<file path="config.mk">
export PLATFORM = sky130hd
export DESIGN_NAME = qec_top
export DESIGN_NICKNAME = d
export VERILOG_FILES = /design/src/hw/qec_pkg.sv /design/src/hw/qec_top.sv /design/src/hw/qec_decode.sv /design/src/hw/qec_chan.sv
export VERILOG_INCLUDE_DIRS = /design/src /design/src/hw
export SDC_FILE = /design/constraint.sdc
export NUM_CORES = 1
export LEC_CHECK = 0
export BUFFER_PORTS_ARGS = -buffer_cell sky130_fd_sc_hd__buf_2
export CORE_ASPECT_RATIO = 1.4
export CORE_MARGIN = 2
export CORE_UTILIZATION = 25
export CTS_CLUSTER_SIZE = 28
export DETAILED_ROUTE_END_ITERATION = 7
export PLACE_DENSITY = 0.38
export REMOVE_ABC_BUFFERS = 1
export SYNTH_ARGS = -nofsm -noshare
export SYNTH_HDL_FRONTEND = slang
export SYNTH_SLANG_ARGS = --single-unit
</file>
<file path="constraint.sdc">
create_clock -name ref_clk -period 19.6 [get_ports ref_clk]
set_clock_uncertainty 0.05 [all_clocks]
set_input_delay 3.92 -clock ref_clk [delete_from_list [all_inputs] [get_ports ref_clk]]
set_output_delay 3.92 -clock ref_clk [all_outputs]
set_load 0.005 [all_outputs]
</file>
<file path="src/hw/qec_regs.svh">
// Purpose: Register map, field positions and reset values of the counter
// Assumes: APB slave, 32-bit data, one aligned word per register
// Notes:   Included by the package and the top module
// Functional notes
// - Two independent 24-bit up/down counting channels
// - Valid reads 0, becomes 1 at first index
// - First-only: first index clears, later ones ignored
// - First-only: valid goes to -1 on rollover
// - Up from maximum wraps to zero, rollover
// - Down from zero reloads maximum, rollover
// - Continuous: every index clears, valid stays 1
// - Positive direction selectable, reverses counting sense
// - Mode selects single, double or quadruple detection
// - Resolution scales count into turns and angle
// - Turns counts full revolutions, angle the remainder
`ifndef QEC_REGS_SVH
`define QEC_REGS_SVH

`define QEC_CNT_W         24
`define QEC_ANG_W         26
`define QEC_NCH           2
`define QEC_AW            8

`define QEC_CFG0          8'h00
`define QEC_RES0          8'h08
`define QEC_CNT0          8'h10
`define QEC_TRN0          8'h18
`define QEC_ANG0          8'h20
`define QEC_VLD           8'h28
`define QEC_IST           8'h2C
`define QEC_IMSK          8'h30
`define QEC_CH_STEP       8'h04

`define QEC_CFG_MODE_LSB  0
`define QEC_CFG_CCW_BIT   2
`define QEC_CFG_CONT_BIT  3

`define QEC_IRQ_IDX       0
`define QEC_IRQ_ROLL      1

`define QEC_CFG_RST       4'h0
`define QEC_RES_RST       24'h00_0400
`define QEC_IMSK_RST      4'h0

`endif

</file>
<file path="src/hw/qec_pkg.sv">
// Purpose: Types shared by the quadrature counter modules
// Assumes: Widths from qec_regs.svh
// Notes:   Structs carry pins, steps and channel state
`include "qec_regs.svh"
`default_nettype none
package qec_pkg;

	typedef enum logic [1:0] {
		QEC_SINGLE = 2'b00,
		QEC_DOUBLE = 2'b01,
		QEC_QUAD   = 2'b10
	} qec_mode_e;

	typedef enum logic [1:0] {
		QEC_VLD_NONE = 2'b00,
		QEC_VLD_OK   = 2'b01,
		QEC_VLD_ROLL = 2'b11
	} qec_valid_e;

	typedef struct packed {
		logic      cont;
		logic      ccw;
		qec_mode_e mode;
	} qec_cfg_s;

	typedef struct packed {
		logic a;
		logic b;
		logic idx;
	} qec_pins_s;

	typedef struct packed {
		logic step;
		logic up;
	} qec_step_s;

	typedef struct packed {
		logic      a;
		logic      b;
		qec_step_s step;
	} qec_dec_s;

	typedef struct packed {
		logic [`QEC_CNT_W-1:0] count;
		logic [`QEC_ANG_W-1:0] angle;
		logic [`QEC_CNT_W-1:0] turns;
		qec_valid_e            valid;
		logic                  started;
		logic                  idx_q;
		logic                  idx_ev;
		logic                  roll_ev;
	} qec_chan_s;

	typedef struct packed {
		qec_cfg_s [`QEC_NCH-1:0]              cfg;
		logic [`QEC_NCH-1:0][`QEC_CNT_W-1:0]  res;
		logic [2*`QEC_NCH-1:0]                ist;
		logic [2*`QEC_NCH-1:0]                imsk;
		logic [31:0]                          prdata;
		logic                                 pready;
		logic                                 pslverr;
		logic                                 irq;
	} qec_top_s;

	// Counts per revolution, resolution times mode factor
	function automatic logic [`QEC_ANG_W-1:0] qec_cpr(
		input logic [`QEC_CNT_W-1:0] res,
		input qec_mode_e             mode
	);
		logic [`QEC_ANG_W-1:0] r;
		r = (res == '0) ? `QEC_ANG_W'(1) : `QEC_ANG_W'(res);
		unique case (mode)
			QEC_DOUBLE: qec_cpr = r << 1;
			QEC_QUAD:   qec_cpr = r << 2;
			default:    qec_cpr = r;
		endcase
	endfunction

endpackage
`default_nettype wire

</file>
<file path="src/hw/qec_top.sv">
// Purpose: Two-channel quadrature encoder counter with APB registers
// Assumes: Encoder pins synchronous to ref_clk, APB zero wait state
// Notes:   Index and rollover events raise a maskable interrupt
//
// The register offsets and the APB interface to the registers were decided locally.
`include "qec_regs.svh"
`default_nettype none
module qec_top (
	// Clock and reset
	input  wire logic                       ref_clk,
	input  wire logic                       rst_n,
	// APB slave
	input  wire logic                       psel,
	input  wire logic                       penable,
	input  wire logic                       pwrite,
	input  wire logic [`QEC_AW-1:0]         paddr,
	input  wire logic [31:0]                pwdata,
	input  wire logic [3:0]                 pstrb,
	output var  logic [31:0]                prdata,
	output var  logic                       pready,
	output var  logic                       pslverr,
	// Encoder pins
	input  wire qec_pkg::qec_pins_s [`QEC_NCH-1:0] enc,
	// Status
	output var  logic [2*`QEC_NCH-1:0]      pos_valid,
	output var  logic                       irq
);
	qec_pkg::qec_top_s                 st;
	qec_pkg::qec_top_s                 next_st;
	qec_pkg::qec_step_s [`QEC_NCH-1:0] step;
	qec_pkg::qec_chan_s [`QEC_NCH-1:0] chan;
	logic [2*`QEC_NCH-1:0]             ev;
	logic [2*`QEC_NCH-1:0]             clr;
	logic                              setup;
	logic                              wr;
	logic                              hit;
	logic [31:0]                       rd;
	logic [31:0]                       wv;

	// Per-channel register address
	function automatic logic [`QEC_AW-1:0] ch_addr(
		input logic [`QEC_AW-1:0] base,
		input int unsigned        ch
	);
		ch_addr = base + `QEC_AW'(ch) * `QEC_CH_STEP;
	endfunction

	// Byte-lane merge of a write
	function automatic logic [31:0] merge(
		input logic [31:0] old,
		input logic [31:0] nw,
		input logic [3:0]  strb
	);
		logic [31:0] m;
		m = old;
		for (int i = 0; i < 4; i++)
		begin
			if (strb[i])
				m[8*i +: 8] = nw[8*i +: 8];
		end
		merge = m;
	endfunction

	// Channels
	for (genvar g = 0; g < `QEC_NCH; g++)
	begin : g_ch
		qec_decode u_dec (
			.ref_clk (ref_clk),
			.rst_n   (rst_n),
			.cfg     (st.cfg[g]),
			.pins    (enc[g]),
			.step    (step[g])
		);

		qec_chan u_chan (
			.ref_clk (ref_clk),
			.rst_n   (rst_n),
			.cfg     (st.cfg[g]),
			.res     (st.res[g]),
			.step    (step[g]),
			.idx     (enc[g].idx),
			.chan    (chan[g])
		);

		assign ev[2*g + `QEC_IRQ_IDX] = chan[g].idx_ev;
		assign ev[2*g + `QEC_IRQ_ROLL] = chan[g].roll_ev;
		assign pos_valid[2*g +: 2] = chan[g].valid;
	end

	// Read decode
	always_comb
	begin
		rd = 32'h0000_0000;
		hit = 1'b0;
		for (int c = 0; c < `QEC_NCH; c++)
		begin
			if (paddr == ch_addr(`QEC_CFG0, c))
			begin
				rd[3:0] = st.cfg[c];
				hit = 1'b1;
			end
			if (paddr == ch_addr(`QEC_RES0, c))
			begin
				rd[`QEC_CNT_W-1:0] = st.res[c];
				hit = 1'b1;
			end
			if (paddr == ch_addr(`QEC_CNT0, c))
			begin
				rd[`QEC_CNT_W-1:0] = chan[c].count;
				hit = 1'b1;
			end
			if (paddr == ch_addr(`QEC_TRN0, c))
			begin
				rd[`QEC_CNT_W-1:0] = chan[c].turns;
				hit = 1'b1;
			end
			if (paddr == ch_addr(`QEC_ANG0, c))
			begin
				rd[`QEC_ANG_W-1:0] = chan[c].angle;
				hit = 1'b1;
			end
		end
		if (paddr == `QEC_VLD)
		begin
			for (int c = 0; c < `QEC_NCH; c++)
				rd[2*c +: 2] = chan[c].valid;
			hit = 1'b1;
		end
		if (paddr == `QEC_IST)
		begin
			rd[2*`QEC_NCH-1:0] = st.ist;
			hit = 1'b1;
		end
		if (paddr == `QEC_IMSK)
		begin
			rd[2*`QEC_NCH-1:0] = st.imsk;
			hit = 1'b1;
		end
	end

	// Register update and APB answer
	always_comb
	begin
		next_st = st;
		wv = 32'h0000_0000;
		clr = '0;
		setup = psel & ~penable;
		wr = psel & penable & st.pready & pwrite & hit;
		next_st.pready = setup;
		next_st.pslverr = setup & ~hit;
		next_st.prdata = (setup && !pwrite && hit) ? rd : 32'h0000_0000;
		for (int c = 0; c < `QEC_NCH; c++)
		begin
			if (wr && paddr == ch_addr(`QEC_CFG0, c))
			begin
				wv = merge({28'h000_0000, st.cfg[c]}, pwdata, pstrb);
				next_st.cfg[c].mode = qec_pkg::qec_mode_e'(
					wv[`QEC_CFG_MODE_LSB +: 2]);
				next_st.cfg[c].ccw = wv[`QEC_CFG_CCW_BIT];
				next_st.cfg[c].cont = wv[`QEC_CFG_CONT_BIT];
			end
			if (wr && paddr == ch_addr(`QEC_RES0, c))
			begin
				wv = merge({8'h00, st.res[c]}, pwdata, pstrb);
				next_st.res[c] = wv[`QEC_CNT_W-1:0];
			end
		end
		if (wr && paddr == `QEC_IMSK)
		begin
			wv = merge({28'h000_0000, st.imsk}, pwdata, pstrb);
			next_st.imsk = wv[2*`QEC_NCH-1:0];
		end
		if (wr && paddr == `QEC_IST && pstrb[0])
			clr = pwdata[2*`QEC_NCH-1:0];
		// Set wins over write-one-to-clear
		next_st.ist = (st.ist & ~clr) | ev;
		next_st.irq = |(next_st.ist & next_st.imsk);
	end

	always_ff @(posedge ref_clk or negedge rst_n)
	begin
		if (!rst_n)
		begin
			st <= '0;
			for (int c = 0; c < `QEC_NCH; c++)
			begin
				st.cfg[c] <= qec_pkg::qec_cfg_s'(`QEC_CFG_RST);
				st.res[c] <= `QEC_RES_RST;
			end
			st.imsk <= `QEC_IMSK_RST;
		end
		else
			st <= next_st;
	end

	assign prdata = st.prdata;
	assign pready = st.pready;
	assign pslverr = st.pslverr;
	assign irq = st.irq;
endmodule
`default_nettype wire

</file>
<file path="src/hw/qec_decode.sv">
// Purpose: Phase decoder, turns encoder edges into count steps
// Assumes: Phase inputs synchronous to ref_clk
// Notes:   Simultaneous edges on both phases are dropped
`default_nettype none
module qec_decode (
	// Clock and reset
	input  wire logic              ref_clk,
	input  wire logic              rst_n,
	// Configuration and phases
	input  wire qec_pkg::qec_cfg_s cfg,
	input  wire qec_pkg::qec_pins_s pins,
	// Count step
	output var  qec_pkg::qec_step_s step
);
	qec_pkg::qec_dec_s st;
	qec_pkg::qec_dec_s next_st;
	logic              ea;
	logic              eb;
	logic              hit;
	logic              cw;

	always_comb
	begin
		next_st = st;
		next_st.a = pins.a;
		next_st.b = pins.b;
		ea = pins.a ^ st.a;
		eb = pins.b ^ st.b;
		hit = 1'b0;
		cw = 1'b0;
		unique case (cfg.mode)
			qec_pkg::QEC_SINGLE:
			begin
				hit = ea & pins.a & ~eb;
				cw = ~pins.b;
			end
			qec_pkg::QEC_DOUBLE:
			begin
				hit = ea & ~eb;
				cw = pins.a ^ pins.b;
			end
			qec_pkg::QEC_QUAD:
			begin
				hit = ea ^ eb;
				cw = ea ? (pins.a ^ pins.b) : ~(pins.a ^ pins.b);
			end
			default:
			begin
				hit = 1'b0;
				cw = 1'b0;
			end
		endcase
		next_st.step.step = hit;
		next_st.step.up = cw ^ cfg.ccw;
	end

	always_ff @(posedge ref_clk or negedge rst_n)
	begin
		if (!rst_n)
			st <= '0;
		else
			st <= next_st;
	end

	assign step = st.step;
endmodule
`default_nettype wire

</file>
<file path="src/hw/qec_chan.sv">
// Purpose: One position channel: counter, turns, angle, valid state
// Assumes: One step at most per clock from the decoder
// Notes:   Counting starts only at the first index
`include "qec_regs.svh"
`default_nettype none
module qec_chan (
	// Clock and reset
	input  wire logic                    ref_clk,
	input  wire logic                    rst_n,
	// Configuration
	input  wire qec_pkg::qec_cfg_s       cfg,
	input  wire logic [`QEC_CNT_W-1:0]   res,
	// Steps and index
	input  wire qec_pkg::qec_step_s      step,
	input  wire logic                    idx,
	// Channel state
	output var  qec_pkg::qec_chan_s      chan
);
	qec_pkg::qec_chan_s    st;
	qec_pkg::qec_chan_s    next_st;
	logic [`QEC_ANG_W-1:0] cpr;
	logic                  roll;

	always_comb
	begin
		next_st = st;
		next_st.idx_q = idx;
		next_st.idx_ev = 1'b0;
		next_st.roll_ev = 1'b0;
		roll = 1'b0;
		cpr = qec_pkg::qec_cpr(res, cfg.mode);
		if (idx && !st.idx_q && (!st.started || cfg.cont))
		begin
			next_st.count = '0;
			next_st.angle = '0;
			next_st.turns = '0;
			next_st.started = 1'b1;
			next_st.valid = qec_pkg::QEC_VLD_OK;
			next_st.idx_ev = 1'b1;
		end
		else if (st.started && step.step)
		begin
			if (step.up)
			begin
				roll = (st.count == '1);
				next_st.count = st.count + 1'b1;
				if (st.angle + 1'b1 >= cpr)
				begin
					next_st.angle = '0;
					next_st.turns = st.turns + 1'b1;
				end
				else
					next_st.angle = st.angle + 1'b1;
			end
			else
			begin
				roll = (st.count == '0);
				next_st.count = st.count - 1'b1;
				if (st.angle == '0 || st.angle >= cpr)
				begin
					next_st.angle = cpr - 1'b1;
					next_st.turns = st.turns - 1'b1;
				end
				else
					next_st.angle = st.angle - 1'b1;
			end
			next_st.roll_ev = roll;
			if (roll && !cfg.cont)
				next_st.valid = qec_pkg::QEC_VLD_ROLL;
		end
	end

	always_ff @(posedge ref_clk or negedge rst_n)
	begin
		if (!rst_n)
			st <= '0;
		else
			st <= next_st;
	end

	assign chan = st;
endmodule
`default_nettype wire

</file>
Yosys cells after proc, flatten, opt, wreduce, memory -nomap -nowiden
Cells that the tools add are included.
{"block": "classes", "n_reduce_logical": 56, "bitwise_logic": 34, "n_addsub": 14, "muxes": 68, "order_cmp": 4, "eq_ne": 20}
{"op": "$mux 76", "count": 4}
{"op": "$mux 24", "count": 12}
{"op": "$mux 26", "count": 7}
{"op": "$mux 74", "count": 2}
{"op": "$ge 26x26->1", "count": 4}
{"op": "$pmux 26 s2", "count": 2}
{"op": "$sub 26x1->26 const B", "count": 4}
{"op": "$add 24x1->24 const B", "count": 4}
{"op": "$logic_not 24->1", "count": 4}
{"op": "$sub 24x1->24 const B", "count": 4}
{"op": "$add 26x1->26 const B", "count": 2}
{"op": "$logic_not 26->1", "count": 2}
{"op": "$eq 24x24->1 const B", "count": 2}
{"op": "$eq 8x6->1 const B", "count": 5}
{"op": "$eq 8x5->1 const B", "count": 4}
{"op": "$mux 4", "count": 8}
{"op": "$mux 1", "count": 27}
{"op": "$reduce_and 2->1", "count": 10}
{"op": "$logic_and 1x1->1", "count": 17}
{"op": "$eq 8x4->1 const B", "count": 2}
{"op": "$and 1x1->1", "count": 12}
{"op": "$pmux 1 s3", "count": 4}
{"op": "$xor 1x1->1", "count": 10}
{"op": "$and 4x4->4", "count": 2}
{"op": "other kinds (16)", "count": 42}
{"block": "totals", "in_bits": 55, "register_bits": 261, "out_inout_bits": 39, "elab_cells": 238}

Logic depth before layout (Yosys ltp)
{"block": "logic_depth", "depth_word": 23, "mapped_depth": 29, "ltp_nobuf": 23}

Cells and area by module
Synthesis repeated with hierarchy kept, for this count alone.
{"block": "hier_totals", "hier_cells": 2870, "hier_area_um2": 24006.8}
{"module": "qec_chan at g_ch[0].u_chan", "instances": 1, "area_each_um2": 8993.6, "cells_per_inst": 1124, "seq_area_each_um2": 2001.9}
{"module": "qec_chan at g_ch[1].u_chan", "instances": 1, "area_each_um2": 8669.6, "cells_per_inst": 1091, "seq_area_each_um2": 2001.9}
{"module": "qec_top", "instances": 1, "area_each_um2": 5853.1, "cells_per_inst": 607, "seq_area_each_um2": 2329.7}
{"module": "qec_decode", "instances": 2, "area_each_um2": 245.2, "cells_per_inst": 24, "seq_area_each_um2": 100.1}

Worst setup path before layout
No wires, ideal clock.
{"block": "synth_path", "path_type": "register to register", "from": "register st[91] (netlist name)", "to": "register g_ch[0].u_chan.st, in the netlist g_ch[0].u_chan.chan[50]", "t_required_ps": 19424, "path_stages_with_launch": 28, "slack_ps": 12369, "arrival_time_ps": 7055, "cell_sequence": "dfrtp_1 > inv_1 > ha_1 > buf_2 > buf_2 > buf_2 > clkbuf_1 > buf_1 > nand2_1 > o21ai_0 > ha_1 > a21o_1 > a21o_1 > a21oi_1 > nand2_1 > or3_1 > o22ai_4 > clkbuf_1 > clkbuf_1 > mux2i_1 > ha_1 > nand4b_1 > or4_1 > or4_1 > mux2_4 > o311a_1 > or3_1 > a221o_1"}
{"block": "synth_between", "elab_chain_cells": 8, "word_cells_on_any_way": 12}
{"item": "$eq 2x2->1 / $eq 2x1->1 (equally long branches)", "line": "qec_pkg.sv:72", "source": "unique case (mode)"}
{"item": "$pmux 26 s2 *", "line": "qec_pkg.sv:72"}
{"item": "$ge 26x26->1", "line": "qec_chan.sv:59", "source": "if (st.angle == '0 || st.angle >= cpr)"}
{"item": "$logic_or 1x1->1", "line": "qec_chan.sv:59"}
{"item": "$mux 26", "line": "qec_chan.sv:59"}
{"item": "$mux 74 *", "line": "qec_chan.sv:43", "source": "if (step.up)"}
{"item": "$mux 76 *", "line": "qec_chan.sv:41", "source": "else if (st.started && step.step)"}
{"item": "$mux 76 *", "line": "qec_chan.sv:32", "source": "if (idx && !st.idx_q && (!st.started || cfg.cont))"}
{"item": "to (signal assigned)", "line": "qec_chan.sv:78", "source": "st <= next_st;"}
{"item": "to (decl)", "line": "qec_chan.sv:19", "source": "qec_pkg::qec_chan_s st;"}
Every way passes the cells marked *; elsewhere a longest branch is shown, timed or not. The select of a mux whose other input is x is not followed.
A chain may end at the register's enable or synchronous reset.

Worst setup path in the final report
{"block": "layout_path", "from": "register st[66] (netlist name)", "to": "register g_ch[0].u_chan.st, in the netlist g_ch[0].u_chan.chan[50]"}
{"block": "layout_between", "elab_chain_cells": 9, "word_cells_on_any_way": 12}
{"item": "$logic_not 24->1", "line": "qec_pkg.sv:71", "source": "r = (res == '0) ? `QEC_ANG_W'(1) : `QEC_ANG_W'(res);"}
{"item": "$mux 24 *", "line": "qec_pkg.sv:71"}
{"item": "$pmux 26 s2 *", "line": "qec_pkg.sv:72"}
{"item": "$ge 26x26->1", "line": "qec_chan.sv:59"}
{"item": "$logic_or 1x1->1", "line": "qec_chan.sv:59"}
{"item": "$mux 26", "line": "qec_chan.sv:59"}
{"item": "$mux 74 *", "line": "qec_chan.sv:43"}
{"item": "$mux 76 *", "line": "qec_chan.sv:41"}
{"item": "$mux 76 *", "line": "qec_chan.sv:32"}
Marks and branches as above.

==> impl_metrics.py <==
metrics = {
    "detailed_routing": {
        "drcViolationCount": 1,
        "wl_um": 89500,
        "routedWlPerCell_um": 23.0,
        "firstDrtPassIters": 8,
        "initialDrtViolationCount": 1570,
        "viasPerCell": 5.34,
        "ant_nets": 0,
        "vias": 20800,
    },
    "global_route": {
        "grt-busiest-layer": "met2",
        "grtUsageMet1": 0.226,
        "grt_pass1_wl_um": 135000,
        "grt_pass1_vias": 21200,
        "grtUsageMet2": 0.343,
        "grt-ovfl-total": 0,
        "grt_usage": 0.190,
        "grt_use_met3": 0.0184,
        "antenna_found_initial": 6,
        "grt_max_degree": 117,
    },
    "sta": {
        "timing.final.crit_share": 0.380,
        "final-hold-violation-count": 0,
        "fmax_mhz": 134,
        "relSlewSlack": 0.187,
        "tightest_slew_ps": 1220,
        "tns_ps": 0,
        "slew_violations": 0,
        "min_period_ps": 7450,
        "setup_viol": 0,
        "holdWs_ps": 418,
        "rsz0062_at_grt": "no",
    },
    "setup_path": {
        "r2r-end": "g_ch[0].u_chan.chan[50]$_DFFE_PN0P_",
        "path_cells": "nor4_1, nand4_1, o21bai_1, a22o_1, a21oi_1, ha_1, nand3_1, o21bai_1, a31oi_1, o21ai_0, a21oi_2, o22ai_4, buf_4, mux2i_1, ha_1, nand4b_1, or4_1, or4_1, mux2_4, o311a_1, or3_1, a221o_1",
        "rr_startpoint": "st[66]$_DFFE_PN0P_",
        "critPathCaptureType": "flip-flop",
        "crit_fanout": 46,
        "rrSetupSlack_ps": 12150,
        "cp_data_arrival_time_ps": 7840,
        "path_class": "flip-flop to flip-flop",
        "r2r_cells": 22,
        "startpoint_type": "flip-flop",
        "crit_required_ps": 19990,
        "cpMaxStageDelayCell": "nor4_1",
        "crit_path_max_incr_delay_ps": 660,
    },
    "synth": {
        "ys_types": 86,
        "synthArstFlopShare": 1.00,
        "syn_area_per_cell_um2": 8.41,
        "ys_warn_count": 0,
        "synth_edf_count": 0,
        "seq_area_frac_synth": 0.288,
        "ys_seq_elements": 261,
        "synthCells": 2699,
        "synth_ff_type": "dfrtp_1",
        "syn_area_um2": 22700,
    },
    "layout": {
        "multi_input_area_um2": 15200,
        "area_growth_syn_to_layout_pct": 12.0,
        "fin_nets": 2938,
        "drive_above_1_share": 0.103,
        "regArea_um2": 6530,
        "layout_common_cells": "259 x dfrtp_1, 248 x nand2_1, 228 x nor2_1, 196 x ha_1, 189 x a21oi_1",
        "mostFrequentLayoutCell": "dfrtp_1",
        "instances_no_fill": 3895,
        "fin_util": 0.283,
        "fillers": 9656,
    },
    "min_path": {
        "hold_depth": 1,
        "hold_class": "flip-flop to flip-flop",
        "whs_endpoint": "st[39]$_DFF_PN0_",
        "hp-start": "g_ch[0].u_chan.chan[1]$_DFF_PN0_",
    },
    "cts": {
        "postCtsHoldBufs": 0,
        "cts_buffer_depth": 3,
        "numCtsBuffers": 36,
        "insertion_delay_ps": 570,
        "clk_pin_slew_ps": 60,
        "cts-htree-levels": 2,
        "cts-root-buf": "clkbuf_16",
        "clock-sinks": 261,
        "post_cts_resized": 0,
        "cts_tree": "built",
        "post_cts_buffers": 0,
    },
    "placement": {
        "routabilityCongestion": 0.888,
        "dpl.hpwl_um": 68400,
        "dp.cells": 3833,
        "io_buffers": 78,
    },
    "power": {
        "power_leakage_nw": 10.9,
        "seqPwrFrac": 0.391,
        "p_per_area_nw_per_um2": 59.0,
        "ir_worst_vdd_mv": 0.0403,
        "p_sw_w": 0.000413,
        "p_sw_frac": 0.276,
        "combinationalPowerShare": 0.121,
        "internal_power_w": 0.00109,
        "power_frac_clock": 0.488,
    },
    "floorplanning": {
        "core_area_um2": 89900,
        "die_area_um2": 93300,
        "rows": 130,
        "initial_core_util": 0.252,
        "ios": 94,
        "fp.dieW_um": 259,
        "die_h_um": 361,
    },
    "flow_run": {
        "maxCapViolations": 0,
    },
    "status": {
        "status": "finished with violations",
        "violations": "DRC",
    },
}
==> power by group through the flow <==
| stage | clock network, W | registers, W | logic (W) |
|---|---|---|---|
| finish | 0.000733 | 0.000586 | 0.000181 |
| global route | 0.000777 | 0.000588 | 0.000206 |
| CTS | 0.000761 | 0.000587 | 0.000183 |
| detailed placement | 0 | 0.000596 | 0.000182 |
| global placement | 0 | 0.000596 | 0.000181 |
| floorplan | 0 | 0.000579 | 0.000129 |
==> state kept, by name, indices dropped and copies added (netlist names) <==
signal	count
st	64
g_ch.u_chan.chan	160
prdata	26
irq	1
g_ch.u_dec.step	4
pready	1
pslverr	1
g_ch.u_dec.st	4
==> cells by family after synthesis <==
kind of cell,Yosys count,share of synthesized area
buffers and inverters,240,0.0471
adders and majority gates,202,0.112
and+or+nand+nor,910,0.192
xor gates and xnor gates,205,0.0791
other,1,0.000165
DFF,261,0.288
muxes,129,0.0615
AOI/OAI and AO/OA,751,0.220
==> Yosys cell counts, types with 18 or more instances <==
master	count	area [um^2]
dfrtp_1	259	6480
nand2_1	248	931
nor2_1	230	863
ha_1	196	2450
a21oi_1	191	956
o21ai_0	147	736
xnor2_1	144	1260
a22oi_1	112	841
clkbuf_1	104	390
nand3_1	84	420
nor3_1	77	385
nand4_1	66	413
mux2_2	63	709
inv_1	62	233
mux2i_1	62	621
xor2_1	61	534
a21o_1	59	443
nor4_1	46	288
buf_4	37	278
a22o_1	29	254
a31oi_1	27	169
and3_1	27	169
or3_1	26	163
a211oi_1	25	188
nand2b_1	24	150
buf_2	18	90.1
==> final cells by class <==
class / count / share of cell area
Clock inverter: 12 / 0.00866
Inverter: 64 / 0.00945
Clock buffer: 49 / 0.0417
Tap cell: 1188 / 0.0585
Multi-Input combinational cell: 2203 / 0.597
Timing Repair Buffer: 117 / 0.0278
Antenna cell: 1 / 0.0000984
Sequential cell: 261 / 0.257
==> metrics by stage <==
step | cell area [um^2] | worst slack, ps | total power (W)
3_5_place_dp | 24100 | 12210 | 0.000779
3_3_place_gp | 24100 | 12220 | 0.000777
6_report | 25400 | 12150 | 0.00150
4_1_cts | 25400 | 12200 | 0.00153
2_1_floorplan | 21900 | 11870 | 0.000707
5_1_grt | 25400 | 11810 | 0.00157
==> metal layers <==
| layer | routed length (um) | vias up |
|---|---|---|
| met5 | 13 | - |
| met4 | 4290 | 2 |
| met3 | 2760 | 153 |
| met2 | 45600 | 441 |
| met1 | 36900 | 10300 |
| li1 | - | 9919 |
==> critical path, delay by kind of cell (launching register included) <==
kind                       cells  cell delay (ps)
and+or+nand+nor                7             2720
AOI/OAI and AO/OA             10             2260
adders and majority gates      2              690
muxes                          2              580
DFF                            1              510
buffers and inverters          1              490
==> worst max-delay path by stage <==
stage	end	start	depth (start not counted)
3_3_place_gp	g_ch[0].u_chan.chan[50]$_DFFE_PN0P_	st[66]$_DFFE_PN0P_	22
2_1_floorplan	g_ch[1].u_chan.chan[48]$_DFFE_PN0P_	enc[3]	6
6_report	g_ch[0].u_chan.chan[50]$_DFFE_PN0P_	st[66]$_DFFE_PN0P_	22
4_1_cts	g_ch[0].u_chan.chan[50]$_DFFE_PN0P_	st[66]$_DFFE_PN0P_	22
5_1_grt	g_ch[0].u_chan.chan[50]$_DFFE_PN0P_	st[66]$_DFFE_PN0P_	22
3_5_place_dp	g_ch[0].u_chan.chan[50]$_DFFE_PN0P_	st[66]$_DFFE_PN0P_	22
Power figures use the tool's default switching activity.
